[src/doti_pkg.sv]
// constants, field layouts and carrier types of the ddr output path
// assumes a 32-bit axi4-lite register bus and a 12-lane strobe group
//
// Summary of operation
// RULE1: tri-state path has one sdr register plus an extra x2 gearing register.
// RULE2: in sdr and plain ddr, one flop on tristate_in drives enable.
// RULE3: in x2 gearing, a second register on both phases drives enable.
// RULE4: isi correction works only in x2 gearing, bypassed otherwise.
// RULE5: every lane holds its own isi setting, all twelve independent.
// RULE6: long runs of equal bits get no extension at all.
// RULE7: history 010 stretches the isolated one on the output.
// RULE8: history 101 stretches the isolated zero on the output.
// RULE9: a 3-bit control value selects the amount of stretch.
// RULE10: each strobe group applies its own 8-bit, 128-step output delay.
// RULE11: delay field msb inverts the incoming clock, a 180 degree shift.
// RULE12: output registers convert core words to line-rate bits.
// RULE13: low seven delay bits are an unsigned step, more is longer.
// RULE14: stretch grows with the 3-bit value, zero gives none.

`default_nettype none

package doti_pkg;

	// ==========================================================
	// geometry
	localparam int DOTI_LANES = 12;
	localparam int DOTI_SLOTS = 4;
	localparam int DOTI_WL_STEPS = 128;
	localparam int DOTI_WL_IDX_W = 7;
	localparam int DOTI_WL_W = 8;
	localparam int DOTI_ISI_W = 3;
	localparam int DOTI_ISI_PER_WORD = 8;

	// ==========================================================
	// register map, byte addresses
	localparam logic [7:0] DOTI_OFS_CTRL = 8'h00;
	localparam logic [7:0] DOTI_OFS_WLEVEL = 8'h04;
	localparam logic [7:0] DOTI_OFS_ISI_LO = 8'h08;
	localparam logic [7:0] DOTI_OFS_ISI_HI = 8'h0C;
	localparam logic [7:0] DOTI_OFS_STATUS = 8'h10;

	// ==========================================================
	// field positions and reset values
	localparam int DOTI_WL_INV_BIT = 7;
	localparam logic [7:0] DOTI_WL_RST = 8'h00;
	localparam logic [2:0] DOTI_ISI_RST = 3'h0;
	localparam logic [1:0] DOTI_RESP_OKAY = 2'h0;
	localparam logic [1:0] DOTI_RESP_SLVERR = 2'h2;

	// ==========================================================
	// isi history codes, older bit in the msb
	localparam logic [1:0] DOTI_HIST_ONE = 2'h1;
	localparam logic [1:0] DOTI_HIST_ZERO = 2'h2;

	// ==========================================================
	// types
	typedef enum logic [1:0] {
		DOTI_MODE_SDR,
		DOTI_MODE_DDR,
		DOTI_MODE_X2
	} doti_mode_t;

	typedef struct packed {
		logic strobe;
		logic [DOTI_LANES-1:0] oe;
		logic [DOTI_LANES-1:0] dq;
	} doti_pin_t;

	localparam doti_pin_t DOTI_PIN_RST = '{
		strobe: 1'b0,
		oe: '0,
		dq: '0
	};

endpackage

`default_nettype wire

[src/doti_top.sv]
// ddr output and tri-state path of one strobe group with isi stretch
// assumes gear phases arrive as slow pins sampled by CORE_CLK_I
`timescale 1ns/1ps
`default_nettype none

module doti_top
	import doti_pkg::*;
#(
	parameter int WL_STEPS = DOTI_WL_STEPS
) (
	// clock and reset
	input wire logic CORE_CLK_I,
	input wire logic RST_N_I,
	// axi4-lite write address and data
	input wire logic [7:0] S_AXI_AWADDR_I,
	input wire logic S_AXI_AWVALID_I,
	output logic S_AXI_AWREADY_O,
	input wire logic [31:0] S_AXI_WDATA_I,
	input wire logic [3:0] S_AXI_WSTRB_I,
	input wire logic S_AXI_WVALID_I,
	output logic S_AXI_WREADY_O,
	// axi4-lite write response
	output logic [1:0] S_AXI_BRESP_O,
	output logic S_AXI_BVALID_O,
	input wire logic S_AXI_BREADY_I,
	// axi4-lite read
	input wire logic [7:0] S_AXI_ARADDR_I,
	input wire logic S_AXI_ARVALID_I,
	output logic S_AXI_ARREADY_O,
	output logic [31:0] S_AXI_RDATA_O,
	output logic [1:0] S_AXI_RRESP_O,
	output logic S_AXI_RVALID_O,
	input wire logic S_AXI_RREADY_I,
	// core side
	input wire logic TRISTATE_IN_I,
	input wire logic [DOTI_LANES*DOTI_SLOTS-1:0] TX_WORD_I,
	// gear clock phases from the link
	input wire logic GEAR_CLOCK_PHASE0_I,
	input wire logic GEAR_CLOCK_PHASE1_I,
	// pins
	output logic [DOTI_LANES-1:0] DQ_O,
	output logic [DOTI_LANES-1:0] DQ_OE_O,
	output logic STROBE_O
);

	// ==========================================================
	// reset release
	logic [1:0] rst_n_sync;
	logic rst_n;

	// two-flop release of the asynchronous reset
	always_ff @(posedge CORE_CLK_I or negedge RST_N_I) begin
		if (!RST_N_I) begin
			rst_n_sync <= 2'h0;
		end else begin
			rst_n_sync <= {rst_n_sync[0], 1'b1};
		end
	end
	assign rst_n = rst_n_sync[1];

	// ==========================================================
	// gear phase sampling
	logic p0_m, p0_s, p0_d;
	logic p1_m, p1_s, p1_d;
	logic p0_rise, p0_fall, p1_rise, p1_fall;

	// two flops per phase, third flop for edge finding
	always_ff @(posedge CORE_CLK_I or negedge rst_n) begin
		if (!rst_n) begin
			p0_m <= 1'b0;
			p0_s <= 1'b0;
			p0_d <= 1'b0;
			p1_m <= 1'b0;
			p1_s <= 1'b0;
			p1_d <= 1'b0;
		end else begin
			p0_m <= GEAR_CLOCK_PHASE0_I;
			p0_s <= p0_m;
			p0_d <= p0_s;
			p1_m <= GEAR_CLOCK_PHASE1_I;
			p1_s <= p1_m;
			p1_d <= p1_s;
		end
	end

	// edge strobes, one core cycle each
	assign p0_rise = p0_s & ~p0_d;
	assign p0_fall = ~p0_s & p0_d;
	assign p1_rise = p1_s & ~p1_d;
	assign p1_fall = ~p1_s & p1_d;

	// ==========================================================
	// register file state
	doti_mode_t mode, next_mode;
	logic [DOTI_WL_W-1:0] wl_step, next_wl_step;
	logic [DOTI_ISI_W-1:0] isi_set [DOTI_LANES];
	logic [DOTI_ISI_W-1:0] next_isi_set [DOTI_LANES];
	logic aw_got, next_aw_got, w_got, next_w_got;
	logic [7:0] waddr, next_waddr;
	logic [31:0] wdata, next_wdata;
	logic [3:0] wstrb, next_wstrb;
	logic bvalid, next_bvalid, rvalid, next_rvalid;
	logic [1:0] bresp, next_bresp, rresp, next_rresp;
	logic [31:0] rdata, next_rdata;
	logic [31:0] status_word;

	// byte-lane merge for partial writes
	function automatic logic [31:0] doti_merge(input logic [31:0] old,
		input logic [31:0] wd, input logic [3:0] st);
		logic [31:0] res;
		res = old;
		for (int b = 0; b < 4; b++) begin
			if (st[b]) begin
				res[b*8 +: 8] = wd[b*8 +: 8];
			end
		end
		return res;
	endfunction

	// current value of a register as software sees it
	function automatic logic [31:0] doti_read(input logic [7:0] addr,
		input doti_mode_t md, input logic [DOTI_WL_W-1:0] wl,
		input logic [DOTI_LANES*DOTI_ISI_W-1:0] isi,
		input logic [31:0] st, output logic hit);
		logic [31:0] res;
		res = 32'h0000_0000;
		hit = 1'b1;
		unique case ({addr[7:2], 2'h0})
			DOTI_OFS_CTRL: res[1:0] = md;
			DOTI_OFS_WLEVEL: res[DOTI_WL_W-1:0] = wl;
			DOTI_OFS_ISI_LO: res[23:0] = isi[23:0];
			DOTI_OFS_ISI_HI: res[11:0] = isi[35:24];
			DOTI_OFS_STATUS: res = st;
			default: hit = 1'b0;
		endcase
		return res;
	endfunction

	logic [DOTI_LANES*DOTI_ISI_W-1:0] isi_flat;
	logic tri_sdr, tri_gear, oe_now;

	// per-lane settings flattened for reading
	always_comb begin
		for (int l = 0; l < DOTI_LANES; l++) begin
			isi_flat[l*DOTI_ISI_W +: DOTI_ISI_W] = isi_set[l];
		end
	end

	// live state shown to software
	assign status_word = {27'h000_0000, p1_s, p0_s, tri_gear, tri_sdr,
		oe_now};

	assign S_AXI_AWREADY_O = ~aw_got & ~bvalid;
	assign S_AXI_WREADY_O = ~w_got & ~bvalid;
	assign S_AXI_ARREADY_O = ~rvalid;
	assign S_AXI_BVALID_O = bvalid;
	assign S_AXI_BRESP_O = bresp;
	assign S_AXI_RVALID_O = rvalid;
	assign S_AXI_RDATA_O = rdata;
	assign S_AXI_RRESP_O = rresp;

	// bus slave: address and data in either order, then one response
	always_comb begin
		logic [31:0] cur;
		logic [31:0] mrg;
		logic hit;
		logic rhit;
		cur = 32'h0000_0000;
		mrg = 32'h0000_0000;
		hit = 1'b0;
		rhit = 1'b0;
		next_mode = mode;
		next_wl_step = wl_step;
		next_isi_set = isi_set;
		next_aw_got = aw_got;
		next_w_got = w_got;
		next_waddr = waddr;
		next_wdata = wdata;
		next_wstrb = wstrb;
		next_bvalid = bvalid;
		next_bresp = bresp;
		next_rvalid = rvalid;
		next_rresp = rresp;
		next_rdata = rdata;
		if (S_AXI_AWVALID_I && S_AXI_AWREADY_O) begin
			next_aw_got = 1'b1;
			next_waddr = S_AXI_AWADDR_I;
		end
		if (S_AXI_WVALID_I && S_AXI_WREADY_O) begin
			next_w_got = 1'b1;
			next_wdata = S_AXI_WDATA_I;
			next_wstrb = S_AXI_WSTRB_I;
		end
		if (aw_got && w_got && !bvalid) begin
			cur = doti_read(waddr, mode, wl_step, isi_flat, status_word,
				hit);
			mrg = doti_merge(cur, wdata, wstrb);
			unique case ({waddr[7:2], 2'h0})
				DOTI_OFS_CTRL: next_mode = doti_mode_t'(mrg[1:0]);
				DOTI_OFS_WLEVEL: next_wl_step = mrg[DOTI_WL_W-1:0];
				DOTI_OFS_ISI_LO: begin
					for (int l = 0; l < DOTI_ISI_PER_WORD; l++) begin
						next_isi_set[l] = mrg[l*DOTI_ISI_W +: DOTI_ISI_W]; // RULE5
					end
				end
				DOTI_OFS_ISI_HI: begin
					for (int l = DOTI_ISI_PER_WORD; l < DOTI_LANES; l++) begin
						next_isi_set[l] =
							mrg[(l-DOTI_ISI_PER_WORD)*DOTI_ISI_W +: DOTI_ISI_W];
					end
				end
				default: hit = 1'b0;
			endcase
			if ({waddr[7:2], 2'h0} == DOTI_OFS_STATUS) begin
				hit = 1'b0;
			end
			next_aw_got = 1'b0;
			next_w_got = 1'b0;
			next_bvalid = 1'b1;
			next_bresp = hit ? DOTI_RESP_OKAY : DOTI_RESP_SLVERR;
		end else if (bvalid && S_AXI_BREADY_I) begin
			next_bvalid = 1'b0;
		end
		if (S_AXI_ARVALID_I && S_AXI_ARREADY_O) begin
			next_rdata = doti_read(S_AXI_ARADDR_I, mode, wl_step, isi_flat,
				status_word, rhit);
			next_rresp = rhit ? DOTI_RESP_OKAY : DOTI_RESP_SLVERR;
			next_rvalid = 1'b1;
		end else if (rvalid && S_AXI_RREADY_I) begin
			next_rvalid = 1'b0;
		end
	end

	// register file flops
	always_ff @(posedge CORE_CLK_I or negedge rst_n) begin
		if (!rst_n) begin
			mode <= DOTI_MODE_SDR;
			wl_step <= DOTI_WL_RST;
			for (int l = 0; l < DOTI_LANES; l++) begin
				isi_set[l] <= DOTI_ISI_RST;
			end
			aw_got <= 1'b0;
			w_got <= 1'b0;
			waddr <= 8'h00;
			wdata <= 32'h0000_0000;
			wstrb <= 4'h0;
			bvalid <= 1'b0;
			bresp <= DOTI_RESP_OKAY;
			rvalid <= 1'b0;
			rresp <= DOTI_RESP_OKAY;
			rdata <= 32'h0000_0000;
		end else begin
			mode <= next_mode;
			wl_step <= next_wl_step;
			isi_set <= next_isi_set;
			aw_got <= next_aw_got;
			w_got <= next_w_got;
			waddr <= next_waddr;
			wdata <= next_wdata;
			wstrb <= next_wstrb;
			bvalid <= next_bvalid;
			bresp <= next_bresp;
			rvalid <= next_rvalid;
			rresp <= next_rresp;
			rdata <= next_rdata;
		end
	end

	// ==========================================================
	// gearing slots and tri-state registers
	logic slot_evt;
	logic [1:0] slot_idx;
	logic is_x2;
	logic [DOTI_LANES*DOTI_SLOTS-1:0] word_q, next_word_q;
	logic next_tri_sdr, next_tri_gear;

	assign is_x2 = (mode == DOTI_MODE_X2);

	// line slots per core word: one, two or four by mode
	always_comb begin
		slot_evt = 1'b0;
		slot_idx = 2'h0;
		unique case (mode)
			DOTI_MODE_DDR: begin
				slot_evt = p0_rise | p0_fall; // RULE12
				slot_idx = p0_fall ? 2'h1 : 2'h0;
			end
			DOTI_MODE_X2: begin
				slot_evt = p0_rise | p1_rise | p0_fall | p1_fall; // RULE12
				slot_idx = p1_fall ? 2'h3 : p0_fall ? 2'h2 :
					p1_rise ? 2'h1 : 2'h0;
			end
			default: slot_evt = p0_rise;
		endcase
	end

	// word capture and the two tri-state registers
	always_comb begin
		next_word_q = p0_rise ? TX_WORD_I : word_q;
		next_tri_sdr = p0_rise ? TRISTATE_IN_I : tri_sdr; // RULE1 RULE2
		next_tri_gear = tri_gear;
		if (is_x2 && (p0_rise | p0_fall | p1_rise | p1_fall)) begin
			next_tri_gear = tri_sdr; // RULE3
		end
		oe_now = is_x2 ? ~tri_gear : ~tri_sdr; // RULE2 RULE3
	end

	always_ff @(posedge CORE_CLK_I or negedge rst_n) begin
		if (!rst_n) begin
			word_q <= '0;
			tri_sdr <= 1'b1;
			tri_gear <= 1'b1;
		end else begin
			word_q <= next_word_q;
			tri_sdr <= next_tri_sdr;
			tri_gear <= next_tri_gear;
		end
	end

	// ==========================================================
	// per-lane serialiser with isi stretch
	logic [DOTI_LANES-1:0] lane_dq;

	for (genvar l = 0; l < DOTI_LANES; l++) begin : g_lane
		logic [1:0] hist, next_hist;
		logic line, next_line, held, next_held;
		logic [DOTI_ISI_W-1:0] cnt, next_cnt;
		logic [DOTI_SLOTS-1:0] src;
		logic new_bit, lone;

		// next line bit, history and stretch counter
		always_comb begin
			src = p0_rise ? TX_WORD_I[l*DOTI_SLOTS +: DOTI_SLOTS] :
				word_q[l*DOTI_SLOTS +: DOTI_SLOTS];
			new_bit = src[slot_idx];
			lone = (hist == DOTI_HIST_ONE && !new_bit) ||
				(hist == DOTI_HIST_ZERO && new_bit); // RULE7 RULE8
			next_hist = hist;
			next_line = line;
			next_held = held;
			next_cnt = (cnt != '0) ? cnt - 1'b1 : cnt;
			if (slot_evt) begin
				next_hist = {hist[0], new_bit};
				next_line = new_bit;
				if (is_x2 && lone) begin // RULE4
					next_held = line; // RULE7 RULE8
					next_cnt = isi_set[l]; // RULE9 RULE14
				end else begin
					next_cnt = '0; // RULE6
				end
			end
		end

		always_ff @(posedge CORE_CLK_I or negedge rst_n) begin
			if (!rst_n) begin
				hist <= 2'h0;
				line <= 1'b0;
				held <= 1'b0;
				cnt <= '0;
			end else begin
				hist <= next_hist;
				line <= next_line;
				held <= next_held;
				cnt <= next_cnt;
			end
		end

		// old bit shown while the stretch runs
		assign lane_dq[l] = (cnt != '0) ? held : line; // RULE14
	end

	// ==========================================================
	// write-leveling delay line
	doti_pin_t pipe [WL_STEPS];
	doti_pin_t next_pipe [WL_STEPS];
	doti_pin_t pin_now, pin_q, next_pin_q;
	logic [DOTI_WL_IDX_W-1:0] wl_idx;

	assign wl_idx = wl_step[DOTI_WL_IDX_W-1:0]; // RULE13

	// group output before delay, clock inverted on request
	always_comb begin
		pin_now.strobe = p0_s ^ wl_step[DOTI_WL_INV_BIT]; // RULE11
		pin_now.oe = {DOTI_LANES{oe_now}};
		pin_now.dq = lane_dq;
	end

	// one stage per step, tap chosen by the step index
	always_comb begin
		next_pipe[0] = pin_now;
		for (int i = 1; i < WL_STEPS; i++) begin
			next_pipe[i] = pipe[i-1];
		end
		next_pin_q = pipe[wl_idx]; // RULE10 RULE13
	end

	always_ff @(posedge CORE_CLK_I or negedge rst_n) begin
		if (!rst_n) begin
			for (int i = 0; i < WL_STEPS; i++) begin
				pipe[i] <= DOTI_PIN_RST;
			end
			pin_q <= DOTI_PIN_RST;
		end else begin
			pipe <= next_pipe;
			pin_q <= next_pin_q;
		end
	end

	// pins straight from the output flops
	assign DQ_O = pin_q.dq;
	assign DQ_OE_O = pin_q.oe;
	assign STROBE_O = pin_q.strobe;

endmodule

`default_nettype wire

[config.mk]
export PLATFORM = sky130hd
export DESIGN_NAME = doti_top
export DESIGN_NICKNAME = d
export VERILOG_FILES = /design/src/doti_pkg.sv /design/src/doti_top.sv
export SDC_FILE = /design/constraint.sdc
export NUM_CORES = 2
export LEC_CHECK = 0
export ABC_AREA = 1
export ABC_CLOCK_PERIOD_IN_PS = 55400
export BUFFER_PORTS_ARGS = -buffer_cell sky130_fd_sc_hd__buf_2
export CELL_PAD_IN_SITES_DETAIL_PLACEMENT = 1
export CELL_PAD_IN_SITES_GLOBAL_PLACEMENT = 1
export CORE_AREA = 3 3 437 439
export CTS_BUF_LIST = sky130_fd_sc_hd__clkbuf_16
export CTS_CLUSTER_SIZE = 8
export DETAILED_ROUTE_END_ITERATION = 16
export DIE_AREA = 0 0 440 442
export PLACE_DENSITY = 0.73
export SLEW_MARGIN = 10
export SYNTH_ARGS = -nofsm -noshare
export SYNTH_HDL_FRONTEND = slang
export SYNTH_SLANG_ARGS = --single-unit
export TNS_END_PERCENT = 20
[constraint.sdc]
create_clock -name CORE_CLK_I -period 55.4 [get_ports CORE_CLK_I]
set_clock_uncertainty 0.05 [all_clocks]
set_input_delay 13.85 -clock CORE_CLK_I [delete_from_list [all_inputs] [get_ports CORE_CLK_I]]
set_output_delay 13.85 -clock CORE_CLK_I [all_outputs]
set_load 0.05 [all_outputs]
[Yosys cells after proc, flatten, opt, wreduce, memory -nomap -nowiden]
Cells that the tools add are included.
Cells by class
  add/sub/neg operators: 12
  magnitude comparators: 2
  equal/unequal tests: 36
  multiplexer cells: 120
  bitwise logic cells: 24
  reductions and logical operators: 119
Operators by type and width (number)
  binary-select mux 25 bit (select 7 bit): 1
  two-way mux 3 bit: 36
  two-way mux 4 bit: 13
  two-way mux 25 bit: 2
  one-hot mux 6 bit (4 select lines): 2
  logical AND 1 bit: 44
  two-way mux 1 bit: 40
  nonzero test 3 bit: 12
  subtractor 3 x 1 -> 3 bit (second input constant): 12
  AND reduction 2 bit: 16
  nonzero test 2 bit: 16
  equality test 2 x 1 -> 1 bit (second input constant): 13
  equality test 2 bit (second input constant): 13
  binary-select mux 1 bit (select 2 bit): 12
  equality test 6 x 2 -> 1 bit (second input constant): 4
  two-way mux 12 bit: 2
  two-way mux 8 bit: 3
  zero test 1 bit: 13
  equality test 6 x 1 -> 1 bit (second input constant): 2
  equality test 6 x 3 -> 1 bit (second input constant): 2
  zero test 6 bit: 2
  logical OR 1 bit: 12
  NOT 1 bit: 10
  one-hot mux 2 bit (5 select lines): 1
  15 further kinds: 30
Word-level totals
  register bits after elaboration: 2072
  input bits: 110
  output and inout bits: 66
  logic and storage cells: 783

[Logic depth before layout (Yosys ltp)]
  depth in word-level cells: 14
  mapped depth: 15
  depth with buffers taken out: 14

[Worst setup path after synthesis]
Ideal clock, no wire load.
  path type: reg2out
  start: register bvalid (netlist: S_AXI_BVALID_O)
  end: output S_AXI_AWREADY_O
  data arrival time: 1.345 ns
  data required time: 41.500 ns
  path slack: 40.155 ns
  cell stages (with the launch flop): 2
  path buffers: 0
  path through: dfrtp_1 nor2_1
Between the ends
  word-level cells in the longest chain between the ends: 2
RTL lines
  start: declaration: RTL line doti_top.sv:102  | logic bvalid, next_bvalid, rvalid, next_rvalid;
  start signal: assignment: RTL line doti_top.sv:261  | bvalid <= next_bvalid;
  NOT 1 bit: RTL line doti_top.sv:153  | assign S_AXI_AWREADY_O = ~aw_got & ~bvalid;
  bitwise AND 1 bit: RTL line doti_top.sv:153
  end: declaration: RTL line doti_top.sv:17  | output logic S_AXI_AWREADY_O,
Every way passes these cells.

[Worst setup path after layout]
  start: register bvalid (netlist: S_AXI_BVALID_O)
  end: output S_AXI_WREADY_O
Between the ends
  word-level cells in the longest chain between the ends: 2
RTL lines
  NOT 1 bit: RTL line doti_top.sv:154  | assign S_AXI_WREADY_O = ~w_got & ~bvalid;
  bitwise AND 1 bit: RTL line doti_top.sv:154
  end: declaration: RTL line doti_top.sv:21  | output logic S_AXI_WREADY_O,
Every way passes these cells.

==> impl_results.md <==
* Outcome: finished, final reports clean
* Critical Path Slowest Stage Cell: dfrtp_1
* Synth async-reset ratio at 100.0%
* Clock slew at reported path FFs at approximately 0.05 ns
* IO Pins at 176
* Deepest clock path buffer count at 4
* RSZ-0062 raised after global routing: false
* Sequential-to-total area share from yosys stat at 68.38%
* Sink Count at 2045
* Lkg Pwr at between 40 and 50 nW
* Post-DRT Antenna Nets at 0
* Core Area at ~0.19 mm²
* Post-route DRC violation count at 0
* Total Die Area at slightly below 0.2 mm²
* Avg WL per Cell at 20.02 µm
* DR top layer: met5
* Synth top area share at 68.31%
* Row cnt at 159
* Crit path max fanout at 5
* Number of synthesized flops with an enable pin at 0
* Slew Limit Fails at 0
* DR iter-0 viols at 3406
* First-pass detailed-route iteration total at 5
* Startpoint type of the worst setup path: flop
* CTS H-tree depth at 5
* Slowest stage delay, CP at between 0.4 and 0.5 ns
* Max capacitance violation total at 0
* IR drop worst, VDD at approximately 0.000052 V
* Register bit total from synthesis at 2045
* Leading area contributor after synthesis: dfrtp_1
* Antenna violations before repair at 8
* Met2 WL post-DR at 98800 µm
* CP Buf/Inv Count at 1
* Finished Core Util at 45.31%
* Fmax at 63.86 MHz
* CTS buffer count at 305
* First-pass GRT wire length at ~330000 µm
* Via count at 52860
* Critical path cell sequence: nor2_1, buf_2
* Final WS setup at 39.74 ns
* Crit path kind: flop to output pin
* Number of distinct library cells after synthesis at 39
* Fin crit period at 15.66 ns
* Post-CTS setup buffers at 0
* Worst-skew pair later-pin latency at about 0.90 ns
* Syn Std Cell Area at 0.07484 mm²
* Worst Path Arrival at 1.76 ns
* Required @ worst endpoint at 41.50 ns
* Post-Route M1 WL at approximately 85000 µm
* Die width at 440 µm
* Crit path capture type: output pin
* Post-cts gate resize count at 0
* Post-DP HPWL at 102400 µm
* # nets final at 7505
* Worst rel slew slack at 22.81%
* Filler Cell Count at 20430
* Worst Hold Class: flop to async pin
* Final WL at 198000 µm
* Most common cell after layout, fill and taps aside: nand2_1
* PD cells at about 53 mW/mm²
* GP Congestion at 0.7837
* Synth top area cells: dfrtp_1 68%, nand3_1 12%, nand2_1 11%
* Vias in the first global route at 60050
* Hold Fails Final Rpt at 0
* Final design area excluding fillers at 0.08501 mm²
* Tot GR Track Use at 20.58%
* Clk root buf: clkbuf_16
* Gate Count Post-Synth at ~7300
* Post-DR vias/cell at 5.344
* Initial Util at 39.89%
* Mean Syn Cell Area at between 10 and 15 µm²
* Largest net degree at the start of global routing at 234
* Area of placed instances at 0.07710 mm²
* Final period util at 28.26%
* Post-CTS Hold Buffers at 0
* IO buf count at between 150 and 200
* CTS tree: yes
* YS warnings at 0
* Total gr overflow at 0
* Critical path's top delay family: flip-flops
* Share of cells above drive strength 1 at roughly 8%
* Met3 Wirelength at around 8000 µm
* Most frequent cells in the layout: 2238 x nand2_1, 2037 x dfrtp_1, 1778 x nand3_1
* Layout Area Growth over Synthesis at 13.59%
* Setup_tns at 0 ns
* Most used DFF post-synth: dfrtp_1
* Pre-CTS WS at 39.41 ns
* Endpoints failing setup at 0
* Die H at 442 µm
* Worst slew pin tran at 1.158 ns
==> power breakdown <==
group          leakage [nW]  switching (mW)  internal [mW]
Sequential             27.7           0.144           1.69
Combinational          9.23           0.768          0.289
Clock                  3.94           0.615          0.980
Total                  40.9            1.53           2.96
==> cells by family (layout without fill, tap and decap cells) <==
group / after synthesis / after routing / synth area share (%)
compound gates: 333 / 333 / 2.344
xor+xnor: 1 / 1 / 0.01171
fa+ha+maj: 28 / 28 / 0.4681
buf+inv: 700 / 781 / 4.324
flops: 2045 / 2045 / 68.38
mux: 26 / 26 / 0.3912
other cells: 2 / 14 / 0.01004
simple gates: 4168 / 4168 / 24.07
==> state kept, by name, indices dropped and copies added (netlist names), 8 cells and up <==
| name | flops |
|---|---|
| next_pipe | 1778 |
| DQ_O | 12 |
| g_lane.held | 12 |
| word_q | 48 |
| S_AXI_RDATA_O | 24 |
| pipe | 14 |
| g_lane.cnt | 36 |
| wl_step | 8 |
| wdata | 24 |
| g_lane.hist | 24 |
| isi_flat | 36 |
==> per-stage QoR <==
step | std cells | hold WS, ns | total power [mW]
after detailed placement | 9555 | 0.2541 | 2.914
after global routing | 9888 | 0.2822 | 4.742
after floorplan | 7312 | 0.2811 | 2.572
final | 9891 | 0.2417 | 4.488
after global placement | 9555 | 0.2402 | 2.879
after CTS | 9888 | 0.2600 | 4.547
==> path summary, 6_finish.rpt <==
check	startpoint	endpoint	slack (ns)	depth (start not counted)
worst max-delay path	S_AXI_BVALID_O	S_AXI_WREADY_O	39.74	2
worst min-delay path	rst_n_sync[1]	next_pipe[2235]	0.24	0
worst max register to register	rst_n_sync[1]	next_pipe[275]	50.59	5
worst min register to register	rst_n_sync[1]	next_pipe[2235]	0.24	0
max in group asynchronous	RST_N_I	rst_n_sync[1]	42.51	1
min in group CORE_CLK_I	next_pipe[2600]	next_pipe[2575]	0.29	0
==> synthesized netlist by cell type (3+ instances only) <==
| library cell | number |
|---|---|
| dfrtp_1 | 2043 |
| buf_4 | 63 |
| o31ai_1 | 7 |
| nand3_1 | 1778 |
| a31oi_1 | 6 |
| nor2_1 | 101 |
| buf_2 | 269 |
| o21ai_0 | 154 |
| clkbuf_1 | 87 |
| ha_1 | 28 |
| nand4_1 | 37 |
| mux2_2 | 26 |
| inv_1 | 224 |
| o21ai_1 | 31 |
| buf_6 | 4 |
| a21oi_1 | 109 |
| buf_1 | 40 |
| o21a_1 | 8 |
| clkinv_1 | 3 |
| o22ai_1 | 7 |
| nor2_2 | 4 |
| o2111ai_1 | 3 |
| a22oi_1 | 4 |
| nand2_1 | 2239 |
| inv_2 | 7 |
==> area by class of cell <==
class	instances	area, µm²	share of cell area (%)
flip-flops and latches	2045	51200	60.23
multi-input cells	4567	20460	24.07
clock buffers	311	7782	9.155
well taps	2495	3122	3.672
repair buffers	213	1394	1.640
inverters	235	919.6	1.082
clock inverters	22	117.6	0.1384
diodes	3	7.507	0.008831
==> metal layers <==
metal | vias to the layer above | track usage, %
met4 | 8 | 7.128
met2 | 908 | 35.27
met1 | 27710 | 26.07
met3 | 371 | 3.899
li1 | 23870 | -
met5 | - | 0
Power figures use the tool's default switching activity.
